--- config.mk ---
export PLATFORM = sky130hd
export DESIGN_NAME = ddr_dll_switch_ctrl
export DESIGN_NICKNAME = d
export VERILOG_FILES = /design/src/core/dsw_pkg.sv /design/src/core/ddr_dll_switch_ctrl.sv
export SDC_FILE = /design/constraint.sdc
export NUM_CORES = 1
export LEC_CHECK = 0
export ABC_CLOCK_PERIOD_IN_PS = 4050
export BUFFER_PORTS_ARGS = -buffer_cell sky130_fd_sc_hd__buf_4
export CORE_AREA = 2 2 184 132
export DETAILED_ROUTE_END_ITERATION = 8
export DIE_AREA = 0 0 186 134
export PLACE_DENSITY = 0.85
export SYNTH_ARGS = -nofsm -noshare
export SYNTH_HDL_FRONTEND = slang
export SYNTH_SLANG_ARGS = --single-unit
--- constraint.sdc ---
create_clock -name ref_clk_i -period 4.05 [get_ports ref_clk_i]
set_input_delay 0.6075 -clock ref_clk_i [delete_from_list [all_inputs] [get_ports ref_clk_i]]
set_output_delay 0.6075 -clock ref_clk_i [all_outputs]
set_load 0.02 [all_outputs]
--- src/core/dsw_pkg.sv ---
package dsw_pkg;
   // Register offsets on the AHB-Lite side
   localparam logic [7:0] OFS_CTRL = 8'h00;
   localparam logic [7:0] OFS_STAT = 8'h04;
   localparam logic [7:0] OFS_DIV = 8'h08;
   localparam logic [7:0] OFS_TIMA = 8'h0c;
   localparam logic [7:0] OFS_TIMB = 8'h10;
   localparam logic [7:0] OFS_TIMC = 8'h14;
   localparam logic [7:0] OFS_MRA = 8'h18;
   localparam logic [7:0] OFS_MRB = 8'h1c;
   // Control and status bits
   localparam int CTRL_GO = 0;
   localparam int CTRL_OFF = 1;
   localparam int CTRL_ZQ = 2;
   localparam int STAT_BUSY = 0;
   localparam int STAT_DLL_OFF = 1;
   localparam int STAT_DONE = 2;
   // Timing fields in link clock cycles, then mode register value fields
   localparam int TA_MOD = 0;
   localparam int TA_MRD = 8;
   localparam int TA_CKSRE = 16;
   localparam int TA_CKSRX = 24;
   localparam int TB_XS = 0;
   localparam int TB_ZQ = 16;
   localparam int MRA_MR0 = 0;
   localparam int MRA_MR1 = 16;
   // Mode register bits and bank codes
   localparam int MR1_DLL_DIS = 0;
   localparam int MR0_DLL_RST = 8;
   localparam logic [2:0] BA_MR0 = 3'h0;
   localparam logic [2:0] BA_MR1 = 3'h1;
   localparam logic [2:0] BA_MR2 = 3'h2;
   localparam logic [13:0] ADDR_AP = 14'h0400;
   // Command codes as {ras_b, cas_b, we_b}
   localparam logic [2:0] CMD_MRS = 3'h0;
   localparam logic [2:0] CMD_REF = 3'h1;
   localparam logic [2:0] CMD_PRE = 3'h2;
   localparam logic [2:0] CMD_ZQ = 3'h6;
   localparam logic [2:0] CMD_NOP = 3'h7;
   // Reset values
   localparam logic [7:0] DIV_RST = 8'h01;
   localparam logic [31:0] TIMA_RST = 32'h0505040c;
   localparam logic [31:0] TIMB_RST = 32'h01000080;
   localparam logic [15:0] TIMC_RST = 16'h0200;

   typedef struct packed {
      logic cke;
      logic cs_b;
      logic [2:0] cmd;
      logic [2:0] ba;
      logic [13:0] addr;
      logic odt;
   } ddr_pins_t;

   localparam ddr_pins_t PINS_RST = '{cke: 1'b1, cs_b: 1'b1,
      cmd: CMD_NOP, ba: 3'h0, addr: 14'h0000, odt: 1'b0};

   typedef enum logic [9:0] {
      st_idle = 10'h001,
      st_mrs1 = 10'h002,
      st_sre = 10'h004,
      st_chg = 10'h008,
      st_srx = 10'h010,
      st_mrs0 = 10'h020,
      st_mrs2 = 10'h040,
      st_zq = 10'h080,
      st_wait = 10'h100,
      st_fin = 10'h200
   } seq_state_t;

   function automatic logic is_mrs(input ddr_pins_t p);
      return !p.cs_b && (p.cmd == CMD_MRS);
   endfunction
endpackage

--- src/core/ddr_dll_switch_ctrl.sv ---
// Chosen here: the register offsets and the AHB-Lite interface to the registers.
`timescale 1ns/100ps
module ddr_dll_switch_ctrl (
   input wire logic ref_clk_i, // System clock, 50 MHz
   input wire logic rst_b_i, // Async reset, active low
   input wire logic hsel_i, // AHB select
   input wire logic [31:0] haddr_i, // AHB address
   input wire logic [1:0] htrans_i, // AHB transfer type
   input wire logic hwrite_i, // AHB write
   input wire logic [2:0] hsize_i, // AHB size, word only
   input wire logic [31:0] hwdata_i, // AHB write data
   input wire logic hready_i, // AHB bus ready
   output logic [31:0] hrdata_o, // AHB read data
   output logic hreadyout_o, // AHB slave ready
   output logic hresp_o, // AHB response, always OKAY
   output logic ck_o, // Memory clock
   output logic ck_c_o, // Memory clock complement
   output logic cke_o, // Clock enable
   output logic cs_b_o, // Chip select, active low
   output logic ras_b_o, // Row strobe, active low
   output logic cas_b_o, // Column strobe, active low
   output logic we_b_o, // Write enable, active low
   output logic [2:0] ba_o, // Bank address
   output logic [13:0] addr_o, // Address
   output logic odt_o // Termination control
);

   typedef struct packed {
      dsw_pkg::seq_state_t st;
      dsw_pkg::seq_state_t ret;
      logic [15:0] cnt;
      logic [15:0] dllk;
      logic [7:0] pc;
      logic [7:0] div;
      logic ck;
      logic ck_c;
      dsw_pkg::ddr_pins_t pins;
      logic go;
      logic to_off;
      logic zq;
      logic dll_off;
      logic done;
      logic cfg_off;
      logic cfg_zq;
      logic [7:0] new_div;
      logic [31:0] tima;
      logic [31:0] timb;
      logic [15:0] timc;
      logic [31:0] mra;
      logic [15:0] mrb;
      logic wr;
      logic rd;
      logic [7:0] ba;
      logic [31:0] rdata;
      logic hready;
   } st_t;

   localparam st_t ST_RST = '{st: dsw_pkg::st_idle,
      ret: dsw_pkg::st_idle, div: dsw_pkg::DIV_RST,
      new_div: dsw_pkg::DIV_RST, ck_c: 1'b1,
      pins: dsw_pkg::PINS_RST, tima: dsw_pkg::TIMA_RST,
      timb: dsw_pkg::TIMB_RST, timc: dsw_pkg::TIMC_RST,
      hready: 1'b1, default: '0};

   st_t q;
   st_t n;
   logic rise;
   logic fall;

   function automatic st_t to_wait(input st_t s, input logic [15:0] c,
                                   input dsw_pkg::seq_state_t r);
      st_t t;
      t = s;
      t.cnt = c;
      t.ret = r;
      t.st = dsw_pkg::st_wait;
      return t;
   endfunction

   function automatic dsw_pkg::ddr_pins_t mk_cmd(input logic [2:0] c,
      input logic [2:0] b, input logic [13:0] a, input logic k);
      mk_cmd = '{cke: k, cs_b: 1'b0, cmd: c, ba: b, addr: a, odt: 1'b0};
   endfunction

   // Commands change on the falling link edge, so they are centred
   // on the rising edge at which the memory registers them.
   assign rise = (q.pc == 8'h00) && !q.ck;
   assign fall = (q.pc == 8'h00) && q.ck;

   always_comb begin
      logic [15:0] tmod;
      logic [15:0] tmrd;
      tmod = {8'h00, q.tima[dsw_pkg::TA_MOD +: 8]};
      tmrd = {8'h00, q.tima[dsw_pkg::TA_MRD +: 8]};
      n = q;
      // Link clock divider, half period is div plus one
      if (q.pc == 8'h00) begin
         n.ck = !q.ck;
         n.pc = q.div;
      end else begin
         n.pc = q.pc - 8'h01;
      end
      n.ck_c = !n.ck;
      if (rise && (q.cnt != 16'h0000)) begin
         n.cnt = q.cnt - 16'h0001;
      end
      if (rise && (q.dllk != 16'h0000)) begin
         n.dllk = q.dllk - 16'h0001;
      end

      // Register bus, reads take one wait state
      n.wr = 1'b0;
      n.hready = 1'b1;
      if (q.wr) begin
         case (q.ba)
            dsw_pkg::OFS_CTRL: begin
               n.cfg_off = hwdata_i[dsw_pkg::CTRL_OFF];
               n.cfg_zq = hwdata_i[dsw_pkg::CTRL_ZQ];
               if (hwdata_i[dsw_pkg::CTRL_GO] &&
                   (q.st == dsw_pkg::st_idle)) begin
                  n.go = 1'b1;
               end
            end
            dsw_pkg::OFS_DIV: n.new_div = hwdata_i[7:0];
            dsw_pkg::OFS_TIMA: n.tima = hwdata_i;
            dsw_pkg::OFS_TIMB: n.timb = hwdata_i;
            dsw_pkg::OFS_TIMC: n.timc = hwdata_i[15:0];
            dsw_pkg::OFS_MRA: n.mra = hwdata_i;
            dsw_pkg::OFS_MRB: n.mrb = hwdata_i[15:0];
            default: ;
         endcase
      end
      if (q.rd) begin
         n.rd = 1'b0;
         case (q.ba)
            dsw_pkg::OFS_CTRL:
               n.rdata = {29'h0, q.cfg_zq, q.cfg_off, q.go};
            dsw_pkg::OFS_STAT:
               n.rdata = {29'h0, q.done, q.dll_off,
                          q.st != dsw_pkg::st_idle};
            dsw_pkg::OFS_DIV: n.rdata = {24'h0, q.new_div};
            dsw_pkg::OFS_TIMA: n.rdata = q.tima;
            dsw_pkg::OFS_TIMB: n.rdata = q.timb;
            dsw_pkg::OFS_TIMC: n.rdata = {16'h0, q.timc};
            dsw_pkg::OFS_MRA: n.rdata = q.mra;
            dsw_pkg::OFS_MRB: n.rdata = {16'h0, q.mrb};
            default: n.rdata = 32'h0;
         endcase
      end else if (hsel_i && htrans_i[1] && hready_i) begin
         n.ba = {haddr_i[7:2], 2'b00};
         n.wr = hwrite_i;
         n.rd = !hwrite_i;
         n.hready = hwrite_i;
      end

      // Sequencer, steps only on the falling link edge
      if (fall) begin
         n.pins.cs_b = 1'b1;
         n.pins.cmd = dsw_pkg::CMD_NOP;
         n.pins.odt = 1'b0;
         case (q.st)
            dsw_pkg::st_idle: begin
               if (q.go) begin
                  n.go = 1'b0;
                  n.done = 1'b0;
                  n.to_off = q.cfg_off;
                  n.zq = q.cfg_zq;
                  // Precharge all so the sequence starts idle
                  n.pins = mk_cmd(dsw_pkg::CMD_PRE, 3'h0,
                                  dsw_pkg::ADDR_AP, 1'b1);
                  n = to_wait(n, tmrd, q.cfg_off ?
                     dsw_pkg::st_mrs1 : dsw_pkg::st_sre);
               end
            end
            dsw_pkg::st_mrs1: begin
               n.pins = mk_cmd(dsw_pkg::CMD_MRS, dsw_pkg::BA_MR1,
                               q.mra[dsw_pkg::MRA_MR1 +: 14], 1'b1);
               n.pins.addr[dsw_pkg::MR1_DLL_DIS] = q.to_off;
               if (q.to_off) begin
                  n = to_wait(n, tmod, dsw_pkg::st_sre);
               end else begin
                  n = to_wait(n, tmrd, dsw_pkg::st_mrs0);
               end
            end
            dsw_pkg::st_sre: begin
               n.pins = mk_cmd(dsw_pkg::CMD_REF, 3'h0, 14'h0000, 1'b0);
               n = to_wait(n, {8'h00, q.tima[dsw_pkg::TA_CKSRE +: 8]},
                           dsw_pkg::st_chg);
            end
            dsw_pkg::st_chg: begin
               // Clock may only change with CKE low
               n.div = q.new_div;
               n = to_wait(n, {8'h00, q.tima[dsw_pkg::TA_CKSRX +: 8]},
                           dsw_pkg::st_srx);
            end
            dsw_pkg::st_srx: begin
               n.pins = mk_cmd(dsw_pkg::CMD_NOP, 3'h0, 14'h0000,
                               1'b1);
               n = to_wait(n, q.timb[dsw_pkg::TB_XS +: 16], q.to_off ?
                  dsw_pkg::st_mrs0 : dsw_pkg::st_mrs1);
            end
            dsw_pkg::st_mrs0: begin
               n.pins = mk_cmd(dsw_pkg::CMD_MRS, dsw_pkg::BA_MR0,
                               q.mra[dsw_pkg::MRA_MR0 +: 14], 1'b1);
               n.pins.addr[dsw_pkg::MR0_DLL_RST] = !q.to_off;
               if (q.to_off) begin
                  n = to_wait(n, tmod, dsw_pkg::st_mrs2);
               end else begin
                  n.dllk = q.timc;
                  n = to_wait(n, tmrd, dsw_pkg::st_mrs2);
               end
            end
            dsw_pkg::st_mrs2: begin
               n.pins = mk_cmd(dsw_pkg::CMD_MRS, dsw_pkg::BA_MR2,
                               q.mrb[13:0], 1'b1);
               n = to_wait(n, tmod, q.zq ?
                  dsw_pkg::st_zq : dsw_pkg::st_fin);
            end
            dsw_pkg::st_zq: begin
               n.pins = mk_cmd(dsw_pkg::CMD_ZQ, 3'h0,
                               dsw_pkg::ADDR_AP, 1'b1);
               n = to_wait(n, q.timb[dsw_pkg::TB_ZQ +: 16],
                           dsw_pkg::st_fin);
            end
            dsw_pkg::st_wait: begin
               if (q.cnt == 16'h0000) begin
                  n.st = q.ret;
               end
            end
            dsw_pkg::st_fin: begin
               // Held here until the DLL has had time to lock
               if (q.dllk == 16'h0000) begin
                  n.st = dsw_pkg::st_idle;
                  n.done = 1'b1;
                  n.dll_off = q.to_off;
               end
            end
            default: n.st = dsw_pkg::st_idle;
         endcase
      end
   end

   always_ff @(posedge ref_clk_i or negedge rst_b_i) begin
      if (!rst_b_i) begin
         q <= ST_RST;
      end else begin
         q <= n;
      end
   end

   assign hrdata_o = q.rdata;
   assign hreadyout_o = q.hready;
   assign hresp_o = 1'b0;
   assign ck_o = q.ck;
   assign ck_c_o = q.ck_c;
   assign cke_o = q.pins.cke;
   assign cs_b_o = q.pins.cs_b;
   assign ras_b_o = q.pins.cmd[2];
   assign cas_b_o = q.pins.cmd[1];
   assign we_b_o = q.pins.cmd[0];
   assign ba_o = q.pins.ba;
   assign addr_o = q.pins.addr;
   assign odt_o = q.pins.odt;
endmodule // ddr_dll_switch_ctrl

; ---- Word level (Yosys, flattened, before mapping)
; Index checks and enable logic that the tools add are counted.
[classes]
add_sub_neg = 3
mux = 37
bitwise_logic = 8
reduce_logical = 30
eq_ne = 21
[op_table]
columns = op, count
row1 = 86-bit case mux with 8 select lines, 1
row2 = 181-bit case mux with 3 select lines, 1
row3 = 279-bit 2-to-1 mux, 1
row4 = 265-bit 2-to-1 mux, 1
row5 = 259-bit 2-to-1 mux, 1
row6 = 32-bit case mux with 8 select lines, 1
row7 = 251-bit 2-to-1 mux, 1
row8 = 138-bit 2-to-1 mux, 1
row9 = 32-bit 2-to-1 mux, 4
row10 = 16-bit 2-to-1 mux, 4
row11 = 10-bit case mux with 6 select lines, 1
row12 = 10-bit 2-to-1 mux, 4
row13 = "8-bit by 5-bit == test with 1-bit output, second input constant", 4
row14 = 16-bit logical NOT, 2
row15 = 16-bit nonzero test, 2
row16 = "16-bit by 1-bit subtractor with 16-bit output, second input constant", 2
row17 = 8-bit 2-to-1 mux, 3
row18 = "8-bit by 4-bit == test with 1-bit output, second input constant", 2
row19 = 8-bit logical NOT, 2
row20 = 6-bit AND reduction, 2
row21 = "10-bit by 1-bit == test with 1-bit output, second input constant", 1
row22 = "10-bit == test, second input constant", 1
row23 = "10-bit by 2-bit == test with 1-bit output, second input constant", 1
row24 = "10-bit by 3-bit == test with 1-bit output, second input constant", 1
row25 = 28 further kinds, 55
[totals]
word_cells = 131
inputBits = 74
register_bits = 279

; ---- Logic depth before layout (Yosys ltp)
[depth]
ltp_word = 8
ltp_mapped = 13
depth_no_buf = 10

; ---- Worst setup path before layout
; Ideal clock, no wire load.
[synth_path]
kind = flip-flop to flip-flop
startpoint = register q[222] in the netlist's numbering
endpoint = register q[257] in the netlist's numbering
period_less_slack_ns = 2.841
slack_ns = 1.209
setup_time_ns = 0.146
stages_incl_launch_ff = 12
arrival_time_ns = 2.694
cell_sequence = dfrtp_1 -> nor4_1 -> nand3_1 -> clkbuf_1 -> inv_1 -> ha_1 -> clkbuf_1 -> nand2_1 -> nor3_1 -> nor4bb_1 -> xnor2_1 -> o22ai_1
[synth_rtl]
columns = item, line_no
row1 = start: declaration, ddr_dll_switch_ctrl.sv:65  ; st_t q;
row2 = start signal: assignment, ddr_dll_switch_ctrl.sv:247  ; q <= n;

==> results.yml <==
outcome:
  status: "finished clean"
place:
  gp_congestion: 0.955
  port_buffers: 99
  hpwlAfterDp_um: 27500
  preCtsSetupSlack_ps: 796
timing:
  tns_ps: 0
  worst_slack_ps: 774
  finalMaxSlewViolations: 0
  rsz0062_at_grt: "false"
  period_needed_ps: 3280
  tightest_slew_ps: 1360
  period_share_pct: 80.9
  finalHoldViolCount: 0
  setup_violations: 0
  max_slew_margin_pct: 8.99
  clock-skew-final_ps: 10.1
  max_freq_mhz: 305
floorplan:
  start_util_pct: 59.1
  die_height_um: 134
  std_cell_rows: 47
  io_pins: 133
  core_area_um2: 23200
  die_w_um: 186
  design.die.area_um2: 24900
layout:
  fin_nets: 1313
  area_growth_pct: 12.2
  final_util_pct: 66.3
  drive_above_1_share_pct: 32.3
detailed_routing:
  ant_nets: 0
  first_pass_iters: 5
  routed_wl_um: 38700
  num_vias: 9986
  routedWlPerCell_um: 24.6
  post_drt_via_cell_ratio: 6.36
  drt_iter0_drc: 1142
  route.detailed.drc: 0
power:
  peakVddDrop_v: 0.000411
  power.density_nw_per_um2: 489
  leakagePower_nw: 6.74
clocking:
  ctsResizeCount: 0
  htreeDepth: 1
  cts_sinks: 274
  holdBufCountCts: 0
  cts_tree: "built"
  clkLatencyLatePin_ps: 550
  clk_pin_slew_ps: 60
  cts_buffer_depth: 3
  root_buffer: "clkbuf_16"
  cts_buffers: 27
  postCtsSetupBuffers: 0
global_route:
  track_usage_pct: 31.4
  grt_pass1_wl_um: 58900
  grt_pass1_vias: 9901
  grt_max_degree: 113
  overflow: 0
  antenna_found_initial: 1
setup_path:
  rrSetupSlack_ps: 770
  r2r-end: "q[257]"
  crit_path_end_kind: "register"
  crit_path_max_fanout: 17
  r2r_start: "q[222]"
  cp.arrival_ps: 3640
  cp-start-kind: "register"
  critPathKind: "reg2reg"
  rr_worst_depth: 10
  required_ps: 4420
yosys:
  synth_flop_cell: "dfrtp_1"
  synthArstFlopShare_pct: 100
  synth_compound_area_share_pct: 10.6
  syn_area_per_cell_um2: 11.5
  synthAdderAreaFrac_pct: 0.730
  synth_xor_area_share_pct: 2.17
  synth_mux_area_share_pct: 19.0
  yosys_warnings: 0
  synth_top_family_by_area: "multiplexers"
  yosys.area_share.simple_pct: 11.4
  syn_area_um2: 13700
  ys_ff_latch: 274
  yosysSeqAreaShare_pct: 50.2
  yosys.cell_types.count: 71
  syn-instance-count: 1194
  synth-edff-count: 0
flow_run:
  maxCapViolCount: 0
min_path:
  hold_path.class: "in2async"
-- kinds of logic (layout without fill, tap and decap cells) --
kind of cell / count (synthesis) / in the layout
XOR/XNOR: 34 / 34
flip-flops: 274 / 274
AND/OR/NAND/NOR: 294 / 294
multiplexers: 219 / 219
AO/OA/AOI/OAI: 211 / 211
other: 1 / 4
buffers and inverters: 153 / 209
adder cells (fa/ha/maj): 8 / 8
-- cells in the mapped netlist (5+ instances only) --
library cell	instances	share of area (%)
nor3_1	18	0.66
nand3_1	22	0.80
o21ai_0	47	1.7
inv_1	32	0.88
ha_1	8	0.73
buf_1	13	0.36
nand4_1	14	0.64
buf_2	12	0.44
mux4_2	14	2.3
nor4b_1	6	0.38
buf_4	52	2.8
mux2i_1	21	1.5
mux2_2	179	15
xnor2_1	13	0.83
xor2_1	21	1.3
a22oi_1	52	2.8
nand2b_1	27	1.2
nor2_1	35	0.96
nand2_1	99	2.7
a21oi_1	27	0.99
o2bb2ai_1	8	0.51
dfrtp_1	253	46
nor2b_1	10	0.46
clkbuf_1	41	1.1
nor4_1	13	0.59
a2111oi_0	7	0.45
a221oi_1	5	0.32
o22ai_1	18	0.82
and2_1	6	0.27
a22o_1	17	1.1
or4_1	8	0.44
dfstp_2	21	4.0
and3_1	9	0.41
-- cell type report --
cell class | instances | area, µm²
Clock inverter | 12 | 160
Sequential cell | 274 | 6880
Timing Repair Buffer | 127 | 986
Inverter | 32 | 120
Clock buffer | 38 | 777
Multi-Input combinational cell | 769 | 6060
Antenna cell | 1 | 2.50
Fill cell | 1711 | 7840
Tap cell | 318 | 398
-- per-stage QoR --
stage | hold slack (ps) | total power, mW | area, µm² | cells
detailed placement | 465 | 4.90 | 14500 | 1520
global placement | 460 | 4.83 | 14500 | 1520
finish | 125 | 7.52 | 15400 | 1571
floorplan | 312 | 4.36 | 13700 | 1196
global route | 194 | 7.82 | 15400 | 1570
CTS | 150 | 7.52 | 15400 | 1570
-- worst max-delay path: stages (launching register included) --
cell and delay (ps):
dfrtp_1 420, nor4_1 490, nand3_1 160, buf_4 230, inv_1 140, ha_1 330, nand2_1 180, nor3_1 500
nor4bb_1 400, xnor2_1 160, o22ai_1 90
-- placed cells by master, fill, tap and decap left out, types with 14 or more instances in the layout --
master       n
o22ai_1     18
nand3_1     22
buf_4      124
nor3_1      18
nand2_1     99
dfrtp_1    253
nor2_1      35
xor2_1      21
a22oi_1     52
nand2b_1    27
clkbuf_16   27
mux2i_1     21
o21ai_0     47
inv_1       32
mux2_2     179
dfstp_2     21
mux4_2      14
nand4_1     14
a22o_1      17
a21oi_1     27
-- state kept, by name, summed over array words and instances, names as in the netlist, 2 cells and up --
register,count
ba_o,2
addr_o,14
q,218
hrdata_o,32
-- power by group --
group,leakage [nW],switching (mW),internal [mW]
sequential,3.43,0.366,3.07
combinational,2.85,0.816,0.644
clock,0.462,1.09,1.54
-- routing by layer --
layer  vias up  share of wire, %  wire (µm)  GRT usage, %
li1       4360                 -          -             -
met1      5072                41      16000          44.3
met4         0               3.2       1230          9.49
met3        74                11       4200          9.96
met2       480                44      17200          46.9
met5         -                 0          0             0
-- worst max path at each step --
stage / from / end / slack [ps] / cells after the start
3_5_place_dp: q[222] / q[257] / 800 / 10
6_report: q[222] / q[257] / 770 / 10
4_1_cts: q[222] / q[257] / 790 / 10
2_1_floorplan: q[222] / q[257] / 1210 / 11
5_1_grt: q[222] / q[257] / 430 / 10
3_3_place_gp: q[276] / q[257] / 900 / 6
No activity file was read; power rests on OpenSTA's default activity.
